### src/rtl/brake_seq_pkg.sv
// Constants, types and carriers shared by the start/stop braking sequencer
`default_nettype none
package brake_seq_pkg;
  // ***********************************************************
  // Parameter codes
  // ***********************************************************
  localparam logic [1:0] BRK_SEL_OFF = 2'h0;
  localparam logic [1:0] BRK_SEL_ON = 2'h1;
  localparam logic [1:0] BRK_SEL_FREQ = 2'h2;
  localparam logic [1:0] BRK_MODE_DC = 2'h0;
  localparam logic [1:0] BRK_MODE_SPEED = 2'h1;
  localparam logic [1:0] BRK_MODE_POS = 2'h2;
  localparam logic [7:0] METHOD_SLV_ZERO = 8'h09;
  localparam logic [7:0] METHOD_VEC_SENSOR = 8'h0A;
  localparam logic [1:0] STOP_DECEL = 2'h0;
  localparam logic [1:0] STOP_COAST = 2'h1;
  localparam logic [1:0] RESTART_ZERO = 2'h0;
  localparam logic [1:0] RESTART_MATCH = 2'h1;
  localparam logic [1:0] RESTART_PULLIN = 2'h2;
  localparam logic [7:0] COAST_INPUT_FUNC = 8'h20;
  // ***********************************************************
  // Field widths and limits
  // ***********************************************************
  localparam int DUR_W = 10;
  localparam logic [DUR_W-1:0] DUR_MAX = 10'h258;
  localparam int FREQ_W = 16;
  localparam logic [6:0] FORCE_NONE = 7'h00;
  localparam logic [6:0] CARRIER_DROP_PCT = 7'h32;
  // ***********************************************************
  // Timing
  // ***********************************************************
  localparam longint CLK_HZ = 10000000;
  localparam longint TICK_MS = 100;
  localparam int TICK_CYCLES = int'((CLK_HZ * TICK_MS) / 1000);
  // ***********************************************************
  // Types
  // ***********************************************************
  typedef struct packed {
    logic [7:0] control_method_sel;
    logic [7:0] vector_variant_sel;
    logic [1:0] internal_brake_sel;
    logic [1:0] brake_type_sel;
    logic [FREQ_W-1:0] brake_threshold_freq;
    logic [6:0] brake_force_pct;
    logic [DUR_W-1:0] stop_brake_duration;
    logic [DUR_W-1:0] start_brake_duration;
    logic [1:0] stop_method_sel;
    logic [1:0] restart_after_coast_sel;
  } drive_cfg_t;
  typedef enum logic [2:0] {
    ST_IDLE = 3'h0,
    ST_START_LOCK = 3'h1,
    ST_RUN = 3'h2,
    ST_DECEL = 3'h3,
    ST_STOP_BRAKE = 3'h4,
    ST_COAST = 3'h5,
    ST_FREQ_BRAKE = 3'h6
  } seq_state_t;
  typedef struct packed {
    logic output_en;
    logic servo_lock;
    logic lock_position;
    logic dc_brake;
    logic decel;
    logic run_normal;
    logic carrier_reduce;
    logic [1:0] restart_mode;
  } drive_out_t;
endpackage : brake_seq_pkg
`default_nettype wire

### src/rtl/interval_timer.sv
// Tick divider and down-counter timing braking intervals in 0.1 s steps
`default_nettype none
module interval_timer #(
  parameter int TICK_CYCLES = brake_seq_pkg::TICK_CYCLES,
  parameter int CNT_W = brake_seq_pkg::DUR_W
) (
  // Clock and reset
  input wire logic i_mclk,
  input wire logic i_rst,
  // Control
  input wire logic i_load,
  input wire logic [CNT_W-1:0] i_load_val,
  // Status
  output logic o_expired
);
  import brake_seq_pkg::*;
  localparam int PRE_W = $clog2(TICK_CYCLES + 1);
  localparam logic [PRE_W-1:0] PRE_LAST = PRE_W'(TICK_CYCLES - 1);
  // Refused at elaboration: a zero tick or width cannot time anything
  if (TICK_CYCLES < 1 || CNT_W < 1)
  begin : g_bad_params
    $error("interval_timer: bad parameters");
  end
  typedef struct packed {
    logic [PRE_W-1:0] pre;
    logic [CNT_W-1:0] cnt;
  } timer_state_t;
  timer_state_t s_q;
  timer_state_t s_d;
  always_comb
  begin
    s_d = s_q;
    if (i_load)
    begin
      // Reload also realigns the tick so every interval is whole
      s_d.pre = '0;
      s_d.cnt = i_load_val;
    end
    else if (s_q.cnt != '0)
    begin
      if (s_q.pre == PRE_LAST)
      begin
        s_d.pre = '0;
        s_d.cnt = s_q.cnt - CNT_W'(1);
      end
      else
      begin
        s_d.pre = s_q.pre + PRE_W'(1);
      end
    end
  end
  always_ff @(posedge i_mclk)
  begin
    if (i_rst)
    begin
      s_q <= '0;
    end
    else
    begin
      s_q <= s_d;
    end
  end
  assign o_expired = (s_q.cnt == '0);
endmodule : interval_timer
`default_nettype wire

### src/rtl/start_stop_braking_sequencer.sv
// Start/stop sequencer: start servo-lock, stop method, DC braking choices
`default_nettype none
module start_stop_braking_sequencer #(
  parameter int TICK_CYCLES = brake_seq_pkg::TICK_CYCLES
) (
  // Clock and reset
  input wire logic i_mclk,
  input wire logic i_rst,
  // Operator command pins
  input wire logic i_run_cmd,
  input wire logic i_coast_stop_input,
  // Parameter settings
  input wire brake_seq_pkg::drive_cfg_t i_cfg,
  // Frequency state from the drive core
  input wire logic [brake_seq_pkg::FREQ_W-1:0] i_freq_cmd,
  input wire logic [brake_seq_pkg::FREQ_W-1:0] i_out_freq,
  // Power stage requests
  output brake_seq_pkg::drive_out_t o_drive,
  output brake_seq_pkg::seq_state_t o_state
);
  import brake_seq_pkg::*;
  // Refused at elaboration: the interval timer needs a tick of one cycle or more
  if (TICK_CYCLES < 1)
  begin : g_bad_tick
    $error("start_stop_braking_sequencer: TICK_CYCLES must be positive");
  end
  // ***********************************************************
  // State
  // ***********************************************************
  typedef struct packed {
    logic [2:0] run_sync;
    logic [2:0] coast_sync;
    logic run;
    logic coast;
    seq_state_t state;
    logic coasted;
    logic freq_brake_armed;
    drive_out_t out;
  } seq_reg_t;
  seq_reg_t s_q;
  seq_reg_t s_d;
  logic timer_load;
  logic [DUR_W-1:0] timer_val;
  logic timer_expired;
  // ***********************************************************
  // Setting decode
  // ***********************************************************
  logic speed_ok;
  logic pos_ok;
  logic [1:0] eff_mode;
  logic force_ok;
  logic [DUR_W-1:0] start_dur;
  logic [DUR_W-1:0] stop_dur;
  logic start_lock_en;
  logic stop_brake_en;
  logic freq_brake_en;
  logic below_thr;
  logic cmd_below_thr;
  logic cut_request;
  always_comb
  begin
    speed_ok = (i_cfg.control_method_sel == METHOD_SLV_ZERO) ||
               (i_cfg.control_method_sel == METHOD_VEC_SENSOR);
    pos_ok = (i_cfg.control_method_sel == METHOD_VEC_SENSOR);
    // A lock the method cannot serve degrades to plain DC braking
    if ((i_cfg.brake_type_sel == BRK_MODE_SPEED && speed_ok) ||
        (i_cfg.brake_type_sel == BRK_MODE_POS && pos_ok))
    begin
      eff_mode = i_cfg.brake_type_sel;
    end
    else
    begin
      eff_mode = BRK_MODE_DC;
    end
    force_ok = (i_cfg.brake_force_pct != FORCE_NONE);
    // Settings past the upper limit are held at it
    start_dur = (i_cfg.start_brake_duration > DUR_MAX) ? DUR_MAX : i_cfg.start_brake_duration;
    stop_dur = (i_cfg.stop_brake_duration > DUR_MAX) ? DUR_MAX : i_cfg.stop_brake_duration;
    start_lock_en = (i_cfg.internal_brake_sel == BRK_SEL_ON) &&
                    (eff_mode == BRK_MODE_SPEED || eff_mode == BRK_MODE_POS) &&
                    (start_dur != '0) && force_ok;
    stop_brake_en = (i_cfg.internal_brake_sel == BRK_SEL_ON) && (eff_mode == BRK_MODE_DC) &&
                    (stop_dur != '0) && force_ok;
    freq_brake_en = (i_cfg.internal_brake_sel == BRK_SEL_FREQ) &&
                    (i_cfg.brake_type_sel == BRK_MODE_SPEED || i_cfg.brake_type_sel == BRK_MODE_POS) &&
                    (i_cfg.brake_threshold_freq != '0) && (stop_dur != '0) && force_ok;
    below_thr = (i_out_freq <= i_cfg.brake_threshold_freq);
    cmd_below_thr = (i_freq_cmd <= i_cfg.brake_threshold_freq);
    // The coast terminal is wired by the operator to function 032
    cut_request = s_q.coast;
  end
  // ***********************************************************
  // Sequencer
  // ***********************************************************
  always_comb
  begin
    s_d = s_q;
    timer_load = 1'b0;
    timer_val = start_dur;
    // Three-stage pin synchronisers; a change counts once stages 2 and 3 agree
    s_d.run_sync = {s_q.run_sync[1:0], i_run_cmd};
    s_d.coast_sync = {s_q.coast_sync[1:0], i_coast_stop_input};
    if (s_q.run_sync[2] == s_q.run_sync[1])
    begin
      s_d.run = s_q.run_sync[2];
    end
    if (s_q.coast_sync[2] == s_q.coast_sync[1])
    begin
      s_d.coast = s_q.coast_sync[2];
    end
    unique case (s_q.state)
      ST_IDLE:
      begin
        if (s_q.run && !cut_request)
        begin
          if (start_lock_en)
          begin
            s_d.state = ST_START_LOCK;
            timer_load = 1'b1;
            timer_val = start_dur;
          end
          else
          begin
            s_d.state = ST_RUN;
          end
          s_d.freq_brake_armed = 1'b1;
        end
      end
      ST_START_LOCK:
      begin
        if (cut_request || !s_q.run)
        begin
          s_d.state = ST_COAST;
          s_d.coasted = 1'b1;
        end
        else if (timer_expired)
        begin
          s_d.state = ST_RUN;
        end
      end
      ST_RUN:
      begin
        if (cut_request || (!s_q.run && i_cfg.stop_method_sel == STOP_COAST))
        begin
          s_d.state = ST_COAST;
          s_d.coasted = 1'b1;
        end
        else if (!s_q.run)
        begin
          s_d.state = ST_DECEL;
        end
        else if (freq_brake_en && s_q.freq_brake_armed && below_thr && cmd_below_thr)
        begin
          s_d.state = ST_FREQ_BRAKE;
          s_d.freq_brake_armed = 1'b0;
          timer_load = 1'b1;
          timer_val = stop_dur;
        end
        else if (!cmd_below_thr)
        begin
          // Re-arm only once the command has left the braking band
          s_d.freq_brake_armed = 1'b1;
        end
      end
      ST_DECEL:
      begin
        if (cut_request)
        begin
          s_d.state = ST_COAST;
          s_d.coasted = 1'b1;
        end
        else if (s_q.run)
        begin
          s_d.state = ST_RUN;
        end
        else if (below_thr || i_out_freq == '0)
        begin
          if (stop_brake_en)
          begin
            s_d.state = ST_STOP_BRAKE;
            timer_load = 1'b1;
            timer_val = stop_dur;
          end
          else
          begin
            s_d.state = ST_IDLE;
          end
        end
      end
      ST_STOP_BRAKE:
      begin
        if (cut_request)
        begin
          s_d.state = ST_COAST;
          s_d.coasted = 1'b1;
        end
        else if (timer_expired)
        begin
          s_d.state = ST_IDLE;
        end
      end
      ST_COAST:
      begin
        if (!cut_request && s_q.run)
        begin
          s_d.state = ST_IDLE;
        end
        else if (!cut_request && !s_q.run)
        begin
          s_d.state = ST_IDLE;
        end
      end
      ST_FREQ_BRAKE:
      begin
        if (cut_request || !s_q.run)
        begin
          s_d.state = (i_cfg.stop_method_sel == STOP_COAST || cut_request) ? ST_COAST : ST_IDLE;
          s_d.coasted = (i_cfg.stop_method_sel == STOP_COAST) || cut_request;
        end
        else if (timer_expired)
        begin
          s_d.state = ST_RUN;
        end
      end
      default:
      begin
        s_d.state = ST_IDLE;
      end
    endcase
    // Restart mode is latched when a run leaves idle, then the coast mark is spent
    if (s_q.state == ST_IDLE && s_d.state != ST_IDLE)
    begin
      s_d.out.restart_mode = s_q.coasted ? i_cfg.restart_after_coast_sel : RESTART_ZERO;
      s_d.coasted = 1'b0;
    end
    s_d.out.output_en = (s_d.state != ST_IDLE) && (s_d.state != ST_COAST);
    s_d.out.servo_lock = (s_d.state == ST_START_LOCK);
    // Lock kind follows method and mode, no user setting of its own
    s_d.out.lock_position = (s_d.state == ST_START_LOCK) && (eff_mode == BRK_MODE_POS);
    s_d.out.dc_brake = (s_d.state == ST_STOP_BRAKE) || (s_d.state == ST_FREQ_BRAKE);
    s_d.out.decel = (s_d.state == ST_DECEL);
    s_d.out.run_normal = (s_d.state == ST_RUN);
    // Protective carrier drop is coarse: one force threshold, no taper
    s_d.out.carrier_reduce = (s_d.out.servo_lock || s_d.out.dc_brake) &&
                             (i_cfg.brake_force_pct >= CARRIER_DROP_PCT);
  end
  always_ff @(posedge i_mclk)
  begin
    if (i_rst)
    begin
      s_q <= '0;
    end
    else
    begin
      s_q <= s_d;
    end
  end
  // ***********************************************************
  // Interval timer
  // ***********************************************************
  interval_timer #(
    .TICK_CYCLES(TICK_CYCLES),
    .CNT_W(DUR_W)
  ) u_timer (
    .i_mclk(i_mclk),
    .i_rst(i_rst),
    .i_load(timer_load),
    .i_load_val(timer_val),
    .o_expired(timer_expired)
  );
  assign o_drive = s_q.out;
  assign o_state = s_q.state;
endmodule : start_stop_braking_sequencer
`default_nettype wire

### config.mk
export PLATFORM = sky130hd
export DESIGN_NAME = start_stop_braking_sequencer
export DESIGN_NICKNAME = d
export VERILOG_FILES = /design/src/rtl/brake_seq_pkg.sv /design/src/rtl/interval_timer.sv /design/src/rtl/start_stop_braking_sequencer.sv
export SDC_FILE = /design/constraint.sdc
export NUM_CORES = 1
export LEC_CHECK = 0
export ABC_CLOCK_PERIOD_IN_PS = 2200
export BUFFER_PORTS_ARGS = -buffer_cell sky130_fd_sc_hd__clkbuf_2
export CAP_MARGIN = 15
export CORE_MARGIN = 2
export CORE_UTILIZATION = 47
export CTS_CLUSTER_DIAMETER = 40
export DETAILED_ROUTE_END_ITERATION = 10
export PLACE_DENSITY = 0.77
export SLEW_MARGIN = 20
export SYNTH_ARGS = -nofsm -noshare
export SYNTH_HDL_FRONTEND = slang
export SYNTH_SLANG_ARGS = --single-unit
### constraint.sdc
create_clock -name i_mclk -period 2.2 [get_ports i_mclk]
set_input_delay 0.11 -clock i_mclk [delete_from_list [all_inputs] [get_ports i_mclk]]
set_output_delay 0.11 -clock i_mclk [all_outputs]
set_load 0.01 [all_outputs]
==> impl_results.md <==
- Outcome: finished, violations left
- Violated checks: setup timing
- Worst hold slack after final layout: 0.0207 ns
- ANT nets after route: 0
- Required time of the critical path: 2.42 ns
- Pin count of the biggest net entering global routing: 29
- Static leakage: 0.00241 µW
- Largest area contributor in the synthesized netlist: sky130_fd_sc_hd__dfxtp_1
- Peak fanout along the critical path: 8
- Wire length of the first global-routing pass: 17.9 mm
- Footprint of the flip-flops and latches: 1050 µm²
- Share of the synthesized area in the top cell type: 27.4%
- Clock buffers created by TritonCTS: 5
- Final worst-path cycle share: 113%
- Relative max-transition margin: 55.1%
- Internal power: 1510 µW
- Post-synthesis average cell area: 7.87 µm²
- Initial DRT Pass Iterations: 5
- Critical Setup Path Class: flop to flop
- Final routed wire length divided by cell count: 15.1 µm
- Reg clk slew, reported paths: 0.09 ns
- Peak supply drop: 0.316 mV
- Number of distinct library cells after synthesis: 57
- Final setup slack of the worst path: -0.280 ns
- RSZ-0062 raised after global routing: true
- Relative area change from synthesis to final layout: 40.6%
- Final Cell Area: 5330 µm²
- Proportion of total power due to net switching: 25.2%
- Leading register cell type out of synthesis: sky130_fd_sc_hd__dfxtp_1
- Most common library cell in the layout ignoring fill and taps: sky130_fd_sc_hd__clkbuf_2
- Comb power frac: 21.3%
- Clk Latency, worst-skew pair: 0.30 ns
- Die H: 93.9 µm
- Number of antenna violations at the first check in global routing: 0
- Synth Net Count: 623
- Post-detailed-route via-to-cell ratio: 5.66
- FP Rows: 32
- Vias after detailed routing: 4288
- Yosys warnings: 0
- H-tree levels: 2
- Highest Clock Rate: 0.403 GHz
- Share of flip-flops with an asynchronous set or reset after synthesis: 0%
- Cell area after synthesis: 3790 µm²
- Fin Clk Skew: 0.00739 ns
- Time the final worst path needs with I/O delays and setup: 2.48 ns
- Die width: 93.9 µm
- Clk root buf: sky130_fd_sc_hd__clkbuf_8
- Number of nets at the end of the flow: 796
- Maximum root-to-sink buffer count: 2
- Crit. End Element: flop
- Power share of the sequential group: 47.0%
- Critical path data arrival time: 2.70 ns
- Half-perimeter wire length of the detailed placement result: 8.45 mm
- Top area cells in the synthesized netlist: sky130_fd_sc_hd__dfxtp_1, sky130_fd_sc_hd__ha_1, sky130_fd_sc_hd__nor2_1
- Vias in the first global route: 4168
- Initial core utilization: 48.9%
- Total gr overflow: 0
- Worst-Margin Slew: 0.667 ns
- DRC errors left: 0
- Flop and latch count out of synthesis: 52
- Total wire length: 11.5 mm
- Worst reg-to-reg setup slack: -0.28 ns
- Multi-input gate area: 2690 µm²
- Count of flip-flops with a built-in enable after synthesis: 0
- Total negative setup slack: -6.30 ns
- First DRT Iteration DRCs: 209
- Hold Vio Cnt, Final: 0
- Startpoint kind of the worst setup timing path: flop
- Most used cells in the layout excluding fill and tap cells: sky130_fd_sc_hd__clkbuf_2, sky130_fd_sc_hd__buf_4, sky130_fd_sc_hd__dfxtp_1, sky130_fd_sc_hd__nor2_1, sky130_fd_sc_hd__nand2_1
- Power dissipated by switching net loads: 508 µW
- Tightest Hold Check Type: input port to flop
- Met1 track demand over resource in global routing: 29.0%
- Standard cell core area: 7770 µm²
- Sequential share of the synthesized area: 27.4%
- Clock tree from TritonCTS: built
- Number of buffer cells added on primary ports: 106
- GRT busiest layer: met2
- Placed cell count: 734
- Pwr Density: 378 nW/µm²
- Clock network fraction of design power: 31.7%
- Total of fill cells in the finished design: 635
- Tot GR Track Use: 25.1%
- Number of primary I/O pins: 115
- Maximum Capacitance Violations: 0
- Final setup vio count: 34
- Number of sinks driven by the clock tree: 52
- Grt met3 use: 4.01%
- Post-Place Cell Area: 4850 µm²
- Die area: 8810 µm²
- Layout Utilization: 68.7%
- Final max-slew violation count: 0
- Cell count after synthesis: 482
- Post-layout instance count excluding filler cells: 758
- M2 GR Usage: 45.4%
- Fraction of final layout cells sized beyond drive strength 1: 37.3%
- GPL Wtd Cong: 0.889
- Ant. Diodes: 0
[power by group through the flow]
stage | logic, µW | clock network (µW) | registers [µW]
after global placement | 350 | 0 | 971
after detailed placement | 366 | 0 | 971
after global routing | 472 | 681 | 950
final | 429 | 641 | 949
after floorplan | 161 | 0 | 970
after CTS | 385 | 647 | 949
[stage by stage]
stage,total power (µW),setup slack (ns)
finish,2020,-0.280
global route,2100,-0.352
CTS,1980,-0.194
detailed placement,1340,-0.496
global placement,1320,-0.358
floorplan,1130,-0.0875
[critical path, cell delays in order (launching register included)]
cell and delay (ns):
sky130_fd_sc_hd__dfxtp_2 0.33, sky130_fd_sc_hd__or4_1 0.51, sky130_fd_sc_hd__or4_4 0.57, sky130_fd_sc_hd__nor3_4 0.17
sky130_fd_sc_hd__buf_6 0.17, sky130_fd_sc_hd__nand4b_1 0.12, sky130_fd_sc_hd__xor2_1 0.17, sky130_fd_sc_hd__o21ai_1 0.16
sky130_fd_sc_hd__nand2_1 0.08, sky130_fd_sc_hd__a21oi_1 0.12
[metal layers]
metal	up-vias	routed length [µm]
li1	2073	-
met1	1992	4660
met2	177	5620
met3	46	647
met4	0	522
met5	-	0
[Yosys cell counts, drive strengths merged (6+ instances only)]
library cell and n:
dfxtp 52, nor2 50, ha 38, nand2 37, a21oi 35, inv 30, nand3 22, nand4 22
xor2 21, o21ai 19, buf 18, nor2b 16, nor4 16, nor3 14, clkbuf 8, xnor2 8
o211ai 6, or3b 6
[kinds of logic after synthesis]
| kind of cell | after synthesis | synth area share [%] |
|---|---|---|
| AND/OR/NAND/NOR | 215 | 30.4 |
| AO/OA/AOI/OAI | 88 | 14.7 |
| buffers and inverters | 56 | 7.22 |
| flip-flops | 52 | 27.4 |
| adder cells (fa/ha/maj) | 38 | 12.5 |
| XOR/XNOR | 29 | 6.69 |
| multiplexers | 4 | 1.06 |
[timing repair]
| item | 4_1_cts | 5_1_grt |
|---|---|---|
| setup buffers | 6 | 8 |
| gates resized for setup | 27 | 41 |
| hold buffers | 0 | 0 |
| pin swaps | 13 | 9 |
| gates cloned | 3 | 0 |
| setup endpoints to repair | 34 | 38 |
[path summary, 6_finish.rpt]
check | from | end | depth (start not counted)
hold / removal | i_run_cmd | s_d[20] | 2
setup reg to reg | u_timer.s_q[17] | u_timer.s_q[5] | 9
hold reg to reg | s_d[20] | s_d[21] | 1
setup / recovery | u_timer.s_q[17] | u_timer.s_q[5] | 9
[state kept, by name (all words and copies together) (netlist names)]
register,count
o_state,3
cut_request,1
s_q,5
u_timer.s_q,30
s_d,4
o_drive,9
[cell type report]
class / instances / share of cell area (%)
clock inverters: 2 / 0.657
inverters: 30 / 2.11
flip-flops and latches: 52 / 19.6
clock buffers: 6 / 1.36
multi-input cells: 374 / 50.3
repair buffers: 192 / 23.5
well taps: 102 / 2.39
Power figures use the tool's default switching activity.
